## config.mk

```make
export PLATFORM = sky130hd
export DESIGN_NAME = usr4_top
export DESIGN_NICKNAME = d
export VERILOG_FILES = /design/src/hdl/usr_pkg.sv /design/src/hdl/usr_fifo.sv /design/src/hdl/usr4_core.sv /design/src/hdl/usr4_top.sv
export SDC_FILE = /design/constraint.sdc
export NUM_CORES = 1
export LEC_CHECK = 0
export BUFFER_PORTS_ARGS = -buffer_cell sky130_fd_sc_hd__buf_2
export CORE_MARGIN = 2
export CORE_UTILIZATION = 50
export DETAILED_ROUTE_END_ITERATION = 8
export GPL_TIMING_DRIVEN = 0
export HOLD_SLACK_MARGIN = 0.15
export PLACE_DENSITY_LB_ADDON = 0.12
export SLEW_MARGIN = 5
export SYNTH_ARGS = -nofsm -noshare
export SYNTH_HDL_FRONTEND = slang
export SYNTH_HIERARCHICAL = 1
export SYNTH_SLANG_ARGS = --single-unit
```

## constraint.sdc

```tcl
create_clock -name clk -period 4.4 [get_ports clk]
set_clock_uncertainty 0.1 [all_clocks]
set_input_delay 0.44 -clock clk [delete_from_list [all_inputs] [get_ports clk]]
set_output_delay 0.44 -clock clk [all_outputs]
set_load 0.05 [all_outputs]
```

## src/hdl/usr_pkg.sv

```systemverilog
// Constants shared by the four-bit universal shift register block.
// Assumes a 32-bit classic Wishbone slave with byte addresses on an 8-bit bus.
package usr_pkg;
  // Register byte offsets
  localparam logic [7:0]  OFS_CTRL   = 8'h00;
  localparam logic [7:0]  OFS_CMD    = 8'h04;
  localparam logic [7:0]  OFS_STATE  = 8'h08;
  localparam logic [7:0]  OFS_FIFO   = 8'h0c;
  localparam logic [7:0]  OFS_DIV    = 8'h10;
  localparam logic [7:0]  OFS_STEPS  = 8'h14;

  // Control field positions
  localparam int          CTRL_RUN   = 0;
  localparam int          CTRL_PINS  = 1;
  localparam logic [1:0]  CTRL_RESET = 2'h0;

  // Command word fields: {select high, select low, left serial, right serial, parallel[3:0]}
  localparam int          CMD_W      = 8;
  localparam int          CMD_SEL_HI = 7;
  localparam int          CMD_SEL_LO = 6;
  localparam int          CMD_LEFT   = 5;
  localparam int          CMD_RIGHT  = 4;

  // Status field positions of the fifo and state registers
  localparam int          FIFO_EMPTY = 8;
  localparam int          FIFO_FULL  = 9;
  localparam int          STATE_CLR  = 4;

  // Mode select codes {high, low}
  localparam logic [1:0]  MODE_HOLD  = 2'h0;
  localparam logic [1:0]  MODE_RIGHT = 2'h1;
  localparam logic [1:0]  MODE_LEFT  = 2'h2;
  localparam logic [1:0]  MODE_LOAD  = 2'h3;

  // Step clock divider: 10 MHz / (DIV + 1)
  localparam logic [15:0] DIV_RESET  = 16'h0009;
  localparam int          FIFO_DEPTH = 8;
endpackage : usr_pkg

```

## src/hdl/usr_fifo.sv

```systemverilog
// Synchronous FIFO with valid/ready on both sides.
// Assumes one clock and an asynchronous active-high reset.
`timescale 1ns/1ps
module usr_fifo #(
  parameter int WIDTH = 8,
  parameter int DEPTH = 8
) (
  input  wire logic                       clk,
  input  wire logic                       rst,
  input  wire logic [WIDTH-1:0]           in_data,
  input  wire logic                       in_valid,
  output logic                            in_ready,
  output logic [WIDTH-1:0]                out_data,
  output logic                            out_valid,
  input  wire logic                       out_ready,
  output logic [$clog2(DEPTH+1)-1:0]      level
);
  localparam int AW = $clog2(DEPTH);

  logic [WIDTH-1:0] mem [DEPTH];
  logic [AW-1:0]    wr_ptr;
  logic [AW-1:0]    rd_ptr;
  logic             push;
  logic             pop;

  assign in_ready  = (level != DEPTH[$clog2(DEPTH+1)-1:0]);
  assign out_valid = (level != '0);
  assign push      = in_valid & in_ready;
  assign pop       = out_valid & out_ready;
  assign out_data  = mem[rd_ptr];

  always_ff @(posedge clk) begin
    if (push) begin
      mem[wr_ptr] <= in_data;
    end
  end

  always_ff @(posedge clk or posedge rst) begin
    if (rst) begin
      wr_ptr <= '0;
      rd_ptr <= '0;
      level  <= '0;
    end else begin
      if (push) begin
        wr_ptr <= (wr_ptr == AW'(DEPTH - 1)) ? '0 : wr_ptr + 1'b1;
      end
      if (pop) begin
        rd_ptr <= (rd_ptr == AW'(DEPTH - 1)) ? '0 : rd_ptr + 1'b1;
      end
      if (push && !pop) begin
        level <= level + 1'b1;
      end else if (pop && !push) begin
        level <= level - 1'b1;
      end
    end
  end
endmodule : usr_fifo

```

## src/hdl/usr4_core.sv

```systemverilog
// Four-stage shift register with hold, right shift, left shift and load.
// Assumes a step enable on clk and a clear that is asynchronous and overriding.
`timescale 1ns/1ps
module usr4_core
  import usr_pkg::*;
(
  input  wire logic       clk,
  input  wire logic       clear_any,
  input  wire logic       step,
  input  wire logic [1:0] mode,
  input  wire logic       left_in,
  input  wire logic       right_in,
  input  wire logic [3:0] par_in,
  output logic [3:0]      q
);
  // Bit 0 is the first stage, bit 3 the last
  always_ff @(posedge clk or posedge clear_any) begin
    if (clear_any) begin
      q <= 4'h0;
    end else if (step) begin
      unique case (mode)
        MODE_HOLD:  q <= q;
        MODE_RIGHT: q <= {q[2:0], right_in};
        MODE_LEFT:  q <= {left_in, q[3:1]};
        MODE_LOAD:  q <= par_in;
      endcase
    end
  end
endmodule : usr4_core

```

## src/hdl/usr4_top.sv

```systemverilog
// Universal shift register block with a classic Wishbone register port.
// Operation
// - four state bits drive four ordered outputs
// - low clear forces all outputs low immediately
// - both selects high loads parallel inputs
// - load ignores both serial inputs
// - low select only shifts toward last stage
// - high select only shifts toward first stage
// - both selects low holds all bits
// - changes only on step clock rising edge
// - shifts use values from before edge
// Commands come from an 8-deep fifo fed by software, or from synchronised pins.
// Assumes clk at 10 MHz and a single-cycle classic Wishbone master.
`timescale 1ns/1ps
module usr4_top
  import usr_pkg::*;
#(
  parameter int FIFO_W = CMD_W,
  parameter int FIFO_D = FIFO_DEPTH
) (
  input  wire logic        clk,
  input  wire logic        rst,
  input  wire logic        cyc_i,
  input  wire logic        stb_i,
  input  wire logic        we_i,
  input  wire logic [7:0]  adr_i,
  input  wire logic [3:0]  sel_i,
  input  wire logic [31:0] dat_i,
  output logic [31:0]      dat_o,
  output logic             ack_o,
  input  wire logic        async_clear_n,
  input  wire logic        mode_select_low,
  input  wire logic        mode_select_high,
  input  wire logic        right_shift_serial_in,
  input  wire logic        left_shift_serial_in,
  input  wire logic [3:0]  parallel_in,
  output logic             out_stage_first,
  output logic             out_stage_second,
  output logic             out_stage_third,
  output logic             out_stage_last
);
  localparam int LW = $clog2(FIFO_D + 1);

  logic [1:0]        ctrl;
  logic [15:0]       div;
  logic [15:0]       div_cnt;
  logic              tick;
  logic [31:0]       steps;
  logic              clear_any;
  logic              clr_meta;
  logic              clr_sync;
  logic [7:0]        pin_meta;
  logic [7:0]        pin_sync;
  logic [3:0]        q;
  logic              req;
  logic              cmd_wr;
  logic              stall;
  logic              fifo_in_ready;
  logic [FIFO_W-1:0] fifo_data;
  logic              fifo_valid;
  logic              fifo_pop;
  logic [LW-1:0]     fifo_level;
  logic              step;
  logic [7:0]        cmd;
  logic [31:0]       next_dat;

  // Clear acts without the clock; release is resynchronised before steps resume
  assign clear_any = rst | ~async_clear_n;

  always_ff @(posedge clk or posedge clear_any) begin
    if (clear_any) begin
      clr_meta <= 1'b1;
      clr_sync <= 1'b1;
    end else begin
      clr_meta <= 1'b0;
      clr_sync <= clr_meta;
    end
  end

  // Pin-sourced command, two flops deep
  always_ff @(posedge clk or posedge rst) begin
    if (rst) begin
      pin_meta <= 8'h00;
      pin_sync <= 8'h00;
    end else begin
      pin_meta <= {mode_select_high, mode_select_low, left_shift_serial_in,
                   right_shift_serial_in, parallel_in};
      pin_sync <= pin_meta;
    end
  end

  // Step clock: one-cycle enable every div+1 cycles
  always_ff @(posedge clk or posedge rst) begin
    if (rst) begin
      div_cnt <= DIV_RESET;
    end else if (div_cnt == 16'h0000) begin
      div_cnt <= div;
    end else begin
      div_cnt <= div_cnt - 16'h0001;
    end
  end

  assign tick = (div_cnt == 16'h0000);

  // A step is one rising edge of the emulated shift clock
  assign fifo_pop = tick & ctrl[CTRL_RUN] & ~ctrl[CTRL_PINS] & ~clr_sync;
  assign step     = tick & ctrl[CTRL_RUN] & ~clr_sync & (ctrl[CTRL_PINS] | fifo_valid);
  assign cmd      = ctrl[CTRL_PINS] ? pin_sync : fifo_data;

  usr_fifo #(
    .WIDTH (FIFO_W),
    .DEPTH (FIFO_D)
  ) u_fifo (
    .clk       (clk),
    .rst       (rst),
    .in_data   (dat_i[FIFO_W-1:0]),
    .in_valid  (cmd_wr),
    .in_ready  (fifo_in_ready),
    .out_data  (fifo_data),
    .out_valid (fifo_valid),
    .out_ready (fifo_pop),
    .level     (fifo_level)
  );

  usr4_core u_core (
    .clk       (clk),
    .clear_any (clear_any),
    .step      (step),
    .mode      ({cmd[CMD_SEL_HI], cmd[CMD_SEL_LO]}),
    .left_in   (cmd[CMD_LEFT]),
    .right_in  (cmd[CMD_RIGHT]),
    .par_in    (cmd[3:0]),
    .q         (q)
  );

  assign out_stage_first  = q[0];
  assign out_stage_second = q[1];
  assign out_stage_third  = q[2];
  assign out_stage_last   = q[3];

  // Wishbone slave: one wait cycle, writes to a full fifo wait for space
  assign req    = cyc_i & stb_i & ~ack_o;
  assign cmd_wr = req & we_i & (adr_i == OFS_CMD) & sel_i[0];
  assign stall  = cmd_wr & ~fifo_in_ready;

  always_ff @(posedge clk or posedge rst) begin
    if (rst) begin
      ack_o <= 1'b0;
    end else begin
      ack_o <= req & ~stall;
    end
  end

  always_ff @(posedge clk or posedge rst) begin
    if (rst) begin
      ctrl <= CTRL_RESET;
    end else if (req && we_i && adr_i == OFS_CTRL && sel_i[0]) begin
      ctrl <= dat_i[1:0];
    end
  end

  always_ff @(posedge clk or posedge rst) begin
    if (rst) begin
      div <= DIV_RESET;
    end else if (req && we_i && adr_i == OFS_DIV) begin
      if (sel_i[0]) begin
        div[7:0] <= dat_i[7:0];
      end
      if (sel_i[1]) begin
        div[15:8] <= dat_i[15:8];
      end
    end
  end

  // Step counter: a step in the clearing cycle still counts
  always_ff @(posedge clk or posedge rst) begin
    if (rst) begin
      steps <= 32'h0000_0000;
    end else if (req && we_i && adr_i == OFS_STEPS && sel_i[0]) begin
      steps <= step ? 32'h0000_0001 : 32'h0000_0000;
    end else if (step) begin
      steps <= steps + 32'h0000_0001;
    end
  end

  always_comb begin
    next_dat = 32'h0000_0000;
    unique case (adr_i)
      OFS_CTRL:  next_dat = {30'h0000_0000, ctrl};
      OFS_STATE: next_dat = {27'h000_0000, clr_sync, q};
      OFS_FIFO:  next_dat = {22'h00_0000, ~fifo_in_ready, ~fifo_valid, 4'h0, 4'(fifo_level)};
      OFS_DIV:   next_dat = {16'h0000, div};
      OFS_STEPS: next_dat = steps;
      default:   next_dat = 32'h0000_0000;
    endcase
  end

  always_ff @(posedge clk or posedge rst) begin
    if (rst) begin
      dat_o <= 32'h0000_0000;
    end else if (req && !we_i) begin
      dat_o <= next_dat;
    end
  end
endmodule : usr4_top

```

# --- Word level (Yosys, flattened, before mapping) ---
# Memories as Yosys holds them, arrays and structs flattened.
# Index checks and enable logic that the tools add are counted.
word_totals:
  register_bits: 131
  ram_bits: 64
  memories: 1
classes:
  n_addsub: 6
  eq_ne: 11
  muxes: 13
  bitwise_logic: 24
  n_reduce_logical: 21
mem_list:
  columns: ["memory", "words", "word_bits", "read_ports", "rd_ports_with_merged_regs", "wr", "line_no", "text"]
  rows:
  - ["u_fifo.mem", 8, 8, 1, 0, 1, "usr_fifo.sv:20", "logic [WIDTH-1:0] mem [DEPTH];"]
ops:
  columns: ["operator", "count"]
  rows:
  - ["case mux 32 bit (5 select lines)", 1]
  - ["two-way mux 32 bit", 2]
  - ["adder 32 x 1 -> 32 bit (second input constant)", 1]
  - ["equality test 8 x 4 -> 1 bit (second input constant)", 2]
  - ["equality test 8 x 5 -> 1 bit (second input constant)", 2]
  - ["zero test 16 bit", 1]
  - ["two-way mux 16 bit", 1]
  - ["subtractor 16 x 1 -> 16 bit (second input constant)", 1]
  - ["bitwise AND 1 bit", 14]
  - ["case mux 4 bit (3 select lines)", 1]
  - ["logical AND 1 bit", 9]
  - ["equality test 8 x 3 -> 1 bit (second input constant)", 1]
  - ["zero test 8 bit", 1]
  - ["two-way mux 4 bit", 2]
  - ["two-way mux 8 bit", 1]
  - ["NOT 1 bit", 8]
  - ["adder 3 x 1 -> 3 bit (second input constant)", 2]
  - ["equality test 3 bit (second input constant)", 2]
  - ["two-way mux 3 bit", 2]
  - ["AND reduction 2 bit", 3]
  - ["adder 4 x 1 -> 4 bit (second input constant)", 1]
  - ["equality test 2 bit (second input constant)", 2]
  - ["!= test 4 bit (second input constant)", 1]
  - ["nonzero test 2 bit", 2]
  - ["other kinds (7)", 12]

# --- Logic depth before layout (Yosys ltp) ---
logic_depth:
  ltp_word: 10
  ltp_mapped: 13
  mapped_depth_nobuf: 12

# --- Hierarchy ---
# The synthesis kept the hierarchy.
modules_own_cells:
  columns: ["mod", "instances", "cells_each", "area_each_um2"]
  rows:
  - ["usr4_top", 1, 520, 5454.0]
  - ["usr_fifo", 1, 160, 3193.1]
  - ["usr4_core", 1, 27, 261.5]

# --- Worst setup path before layout ---
# OpenSTA, ideal clock, no wires.
synth_path:
  path_type: "register to register"
  from: "register div_cnt[6]"
  to: "register u_fifo.level[3]"
  setup_ns: 0.131
  arrival_ns: 3.641
  setup_slack_ns: 0.528
  stages_incl_launch_ff: 14
  path_buffers: 2
  synth_period_minus_slack_ns: 3.872
  cell_sequence: "dfrtp_1 > nor4_4 > nand2_1 > clkbuf_1 > or4_1 > clkbuf_1 > nor4b_1 > o41ai_4 > ha_1 > inv_1 > ha_1 > or4_1 > nand3_1 > o211ai_1"
synth_between:
  elab_chain_cells: 8
  word_cells_on_any_way: 10
  classes_between: "mux (1); bitwise (4); reduce/logical (5)"
synth_lines:
  columns: ["item", "line_no", "text"]
  rows:
  - ["from (decl)", "usr4_top.sv:46", "logic [15:0] div_cnt;"]
  - ["from (signal assigned)", "usr4_top.sv:97", "div_cnt <= div;"]
  - ["from (signal assigned)", "usr4_top.sv:99", "div_cnt <= div_cnt - 16'h0001;"]
  - ["zero test 16 bit *", "usr4_top.sv:103", "assign tick = (div_cnt == 16'h0000);"]
  - ["bitwise AND 1 bit * (3 in a row)", "usr4_top.sv:106", "assign fifo_pop = tick & ctrl[CTRL_RUN] & ~ctrl[CTRL_PINS] & ~clr_sync;"]
  - ["named net fifo_pop", "usr4_top.sv:61", "logic fifo_pop;"]
  - ["bitwise AND 1 bit *", "usr_fifo.sv:29", "assign pop = out_valid & out_ready;"]
  - ["zero test 1 bit", "usr_fifo.sv:50", "if (push && !pop) begin"]
  - ["logical AND 1 bit", "usr_fifo.sv:50", null]
  - ["two-way mux 4 bit or nonzero test 2 bit (tied branches)", null, null]
  - ["to (signal assigned)", "usr_fifo.sv:51", "level <= level + 1'b1;"]
  - ["to (signal assigned)", "usr_fifo.sv:53", "level <= level - 1'b1;"]
  - ["to (decl)", "usr_fifo.sv:16", "output logic [$clog2(DEPTH+1)-1:0] level"]
# Mark *: on every way through the listed nets, which the timed path passes. The rest lies on a longest branch.
# A chain may end at the register's enable or synchronous reset.

# --- Worst setup path after layout ---
layout_path:
  from: "register div_cnt[8]"
  to: "register u_fifo.level[3]"
# Same word-level chain as after synthesis.

==> qor.log <==
[placed_design] Placed Instances 1008
[critical_path] stages on the worst setup path 13
[synth] share of the synthesized area in the top cell type 35.1%
[layout] share of cells above drive strength 1 22.7%
[die] starting utilization of the core area 51.3%
[critical_path] Setup CP Type reg2reg
[clock_tree] H-tree level count 4
[die] DIE WIDTH 137 microns
[critical_path] count of buffer and inverter cells on the critical path 3
[critical_path] maximum fanout along the worst path 10
[synth] Netlist cell types 63
[critical_path] start of the worst register-to-register path div_cnt[8]
[synth] biggest area consumer among synthesized cells sky130_fd_sc_hd__dfrtp_1
[layout] final net count 890
[timing] Hold Vio Cnt, Final 0
[critical_path] logic depth of the worst register-to-register path 13
[timing] setup-violating endpoint count in the final report 0
[placed_design] count of port buffers added during placement 74
[global_routing] wire length of the first global-routing pass 32.9 mm
[clock_tree] CTS buffer count 17
[critical_path] slowest cell on the critical path sky130_fd_sc_hd__or4_1
[synth] share of flip-flops with an asynchronous set or reset 67.2%
[synth] share of the yosys chip area belonging to registers 58.5%
[synth] xor and xnor fraction of the mapped netlist area 1.97%
[critical_path] RR Endpoint u_fifo/level[3]
[detailed_routing] via count 6277
[global_routing] total global routing track utilization 23.5%
[synth] simple-gate area share of the yosys netlist 14.5%
[timing] crit path time final 4180 ps
[timing] Slew @ Worst Pin 1400 ps
[timing] setup repair after global routing missed its margin no
[synth] number of enable-type register cells in the synthesized netlist 64
[timing] Max Transition Viols Final 0
[global_routing] remaining global-route overflow 0
[synth] largest family of logic cells by synthesized area simple AND/OR/NAND/NOR gates
[critical_path] Crit path max-delay family simple AND/OR/NAND/NOR gates
[power_and_ir_drop] total power per unit cell area 388 mW/mm^2
[synth] average size of a mapped cell 12.6 sq um
[critical_path] cells traversed along the worst timing path nor4_4 > nand2_1 > clkbuf_2 > or4_1 > clkbuf_1 > nor4b_4 > o41ai_4 > ha_1 > inv_1 > ha_1 > or4_1 > nand3_1 > o211ai_1
[power_and_ir_drop] worst IR drop on VDD 0.274 mV
[placed_design] routability congestion estimate 0.873
[job] max-capacitance violation count 0
[detailed_routing] number of antenna-violating nets in the routed design 0
[clock_tree] Clock Pin Slew Worst Setup and Hold Paths 70 ps
[critical_path] capturing element of the worst setup path u_fifo/level[3]
[layout] finished layout cell area 0.0104 sq mm
[synth] gate count after technology mapping 707
[synth] mux share of post-synthesis cell area 11.9%
[detailed_routing] total iterations of the first detailed-routing run 5
[power_and_ir_drop] P_leak 4.24 nW
[timing] Final Cycle Share 95.1%
[die] Die H 137 microns
[critical_path] type of origin of the critical path flop
[timing] slack of the critical path 218 ps
[timing] total negative slack for setup checks 0 ps
[synth] commonest cells in the netlist 125 x sky130_fd_sc_hd__dfrtp_1, 70 x sky130_fd_sc_hd__nand2_1, 64 x sky130_fd_sc_hd__edfxtp_1
[synth] synthesized netlist net count 776
[synth] top cells by area, synth sky130_fd_sc_hd__dfrtp_1 35%, sky130_fd_sc_hd__edfxtp_1 22%, sky130_fd_sc_hd__mux2_2 3.8%
[critical_path] signal arrival time at the worst endpoint 4400 ps
[global_routing] vias in the first global route 6068
[critical_path] data required time of the worst path 4610 ps
[detailed_routing] post-detailed-route DRC marker count 0
[synth] adder-cell share of the synthesized area 1.63%
[placed_design] HPWL after detailed placement 15.0 mm
[synth] number of storage elements in the synthesis netlist 195
[synth] most frequently used cell type in the post-synthesis netlist sky130_fd_sc_hd__dfrtp_1
[global_routing] number of antenna violations at the first check in global routing 1
[clock_tree] Worst-Skew Late Latency 440 ps
[timing] Max Fclk 239 MHz
[synth] main flop type after synthesis sky130_fd_sc_hd__dfrtp_1
[critical_path] type of element capturing the critical path flop
[synth] count of synthesis-stage warnings from yosys 6
[critical_path] setup slack, reg-to-reg 220 ps
[clock_tree] worst-case clock buffer depth 2
[critical_path] worst setup path startpoint div_cnt[8]
[outcome] run status finished, final reports clean
[detailed_routing] per-cell via count in the routed design 5.92
[die] area of the placeable core 0.0174 sq mm
[timing] headroom to the max-slew limit 5.55%
[detailed_routing] detailed router's first-iteration violation count 582
[die] area of the die 0.0189 sq mm
[synth] Synth Area in Compound Gates 9.07%
[clock_tree] clock tree sinks 195
[global_routing] pin count of the biggest net entering global routing 66
[clock_tree] CTS tree built
[layout] P&R area growth vs syn 17.2%
[detailed_routing] routed len/inst 19.9 microns
[synth] Syn Std Cell Area 0.00891 sq mm
[die] # IOs 95
[detailed_routing] total wire length 21.1 mm
[placed_design] Placed Instance Area 0.00961 sq mm
[layout] number of fillers in the final layout 1378
[clock_tree] clock root buffer sky130_fd_sc_hd__clkbuf_16
[min_path] Hold Path Class in2reg
[placed_design] pre-CTS worst setup slack -156 ps
[critical_path] Worst path max stage delay 520 ps
[layout] number of standard cells in the final layout excluding fillers 1060
[die] # rows 48
## area by class of cell
| class | count | area (sq um) | area share [%] |
|---|---|---|---|
| flip-flops and latches | 195 | 5210 | 49.9 |
| multi-input cells | 465 | 3520 | 33.7 |
| repair buffers | 95 | 593 | 5.68 |
| clock buffers | 20 | 468 | 4.48 |
| well taps | 225 | 282 | 2.70 |
| plain buffers | 32 | 164 | 1.57 |
| clock inverters | 12 | 145 | 1.39 |
| inverters | 15 | 61.3 | 0.587 |
| diodes | 1 | 2.50 | 0.0240 |
## routing by layer
layer | GRT usage (%) | vias up | wire length [microns]
met1 | 35.3 | 3138 | 10000
met4 | 7.67 | 2 | 293
li1 | - | 2881 | -
met3 | 4.30 | 27 | 1340
met2 | 34.6 | 229 | 9430
met5 | 0 | - | 13
## sequential cells by signal, indices dropped and copies added, names as in the netlist
name           cells
ack_o              1
clr_meta           1
clr_sync           1
ctrl               2
dat_o             32
div               16
div_cnt           16
pin_meta           8
pin_sync           8
steps             32
u_core/q           4
u_fifo/level       4
u_fifo/mem        64
u_fifo/rd_ptr      3
u_fifo/wr_ptr      3
## stage by stage
step,total power [mW],hold WS (ps),util (%)
after floorplan,2.34,180,-
after global placement,2.44,240,55.1
after detailed placement,2.46,235,55.3
after CTS,4.06,216,60.0
after global routing,4.21,236,60.1
final,4.05,229,60.2
## cells by family (layout without fill, tap and decap cells)
group / Yosys count / in the layout
other cells: 1 / 2
mux: 74 / 74
xor+xnor: 20 / 20
simple gates: 236 / 236
compound gates: 123 / 123
flops: 195 / 195
buf+inv: 47 / 174
fa+ha+maj: 11 / 11
## worst register-to-register path: stages (launching register included)
cell                       delay (ps)
sky130_fd_sc_hd__dfrtp_1          440
sky130_fd_sc_hd__nor4_4           390
sky130_fd_sc_hd__nand2_1          140
sky130_fd_sc_hd__clkbuf_2         220
sky130_fd_sc_hd__or4_1            520
sky130_fd_sc_hd__clkbuf_1         250
sky130_fd_sc_hd__nor4b_4          350
sky130_fd_sc_hd__o41ai_4          190
sky130_fd_sc_hd__ha_1             290
sky130_fd_sc_hd__inv_1            160
sky130_fd_sc_hd__ha_1             310
sky130_fd_sc_hd__or4_1            500
sky130_fd_sc_hd__nand3_1          110
sky130_fd_sc_hd__o211ai_1          80
## worst min path at each step
stage                start               end  slack (ps)  cells past startpoint
3_5_place_dp   pin_meta[2]       pin_sync[2]         230                      0
2_1_floorplan          rst   u_fifo/level[0]         180                      1
5_1_grt           dat_i[7]  u_fifo/mem[5][7]         240                      1
6_report          dat_i[7]  u_fifo/mem[5][7]         230                      1
3_3_place_gp   pin_meta[4]       pin_sync[4]         240                      0
4_1_cts           dat_i[2]  u_fifo/mem[2][2]         220                      1
## report_power, final
part           switching (mW)  total [mW]  internal [mW]
clock                   0.695        1.59          0.900
combinational           0.225       0.380          0.155
sequential              0.103        2.07           1.97
total                    1.02        4.05           3.03
## cell usage in the layout, fill, tap and decap left out, types with 24 or more instances in the layout
cell type,netlist,layout
sky130_fd_sc_hd__edfxtp_1,64,64
sky130_fd_sc_hd__clkbuf_1,24,24
sky130_fd_sc_hd__buf_2,3,77
sky130_fd_sc_hd__nand3_1,27,27
sky130_fd_sc_hd__mux2_2,30,30
sky130_fd_sc_hd__a21oi_1,25,25
sky130_fd_sc_hd__nor2_1,32,32
sky130_fd_sc_hd__dfrtp_1,125,125
sky130_fd_sc_hd__o21ai_0,44,44
sky130_fd_sc_hd__nand2_1,70,70
## repair_timing
item                                    4_1_cts  5_1_grt
setup buffers                                 0        1
hold buffers                                 18        0
gates resized for setup                       1        3
pin swaps                                     0        1
hold endpoints to repair                     77        0
endpoints found under the setup margin        1        1
Power figures use the tool's default switching activity.
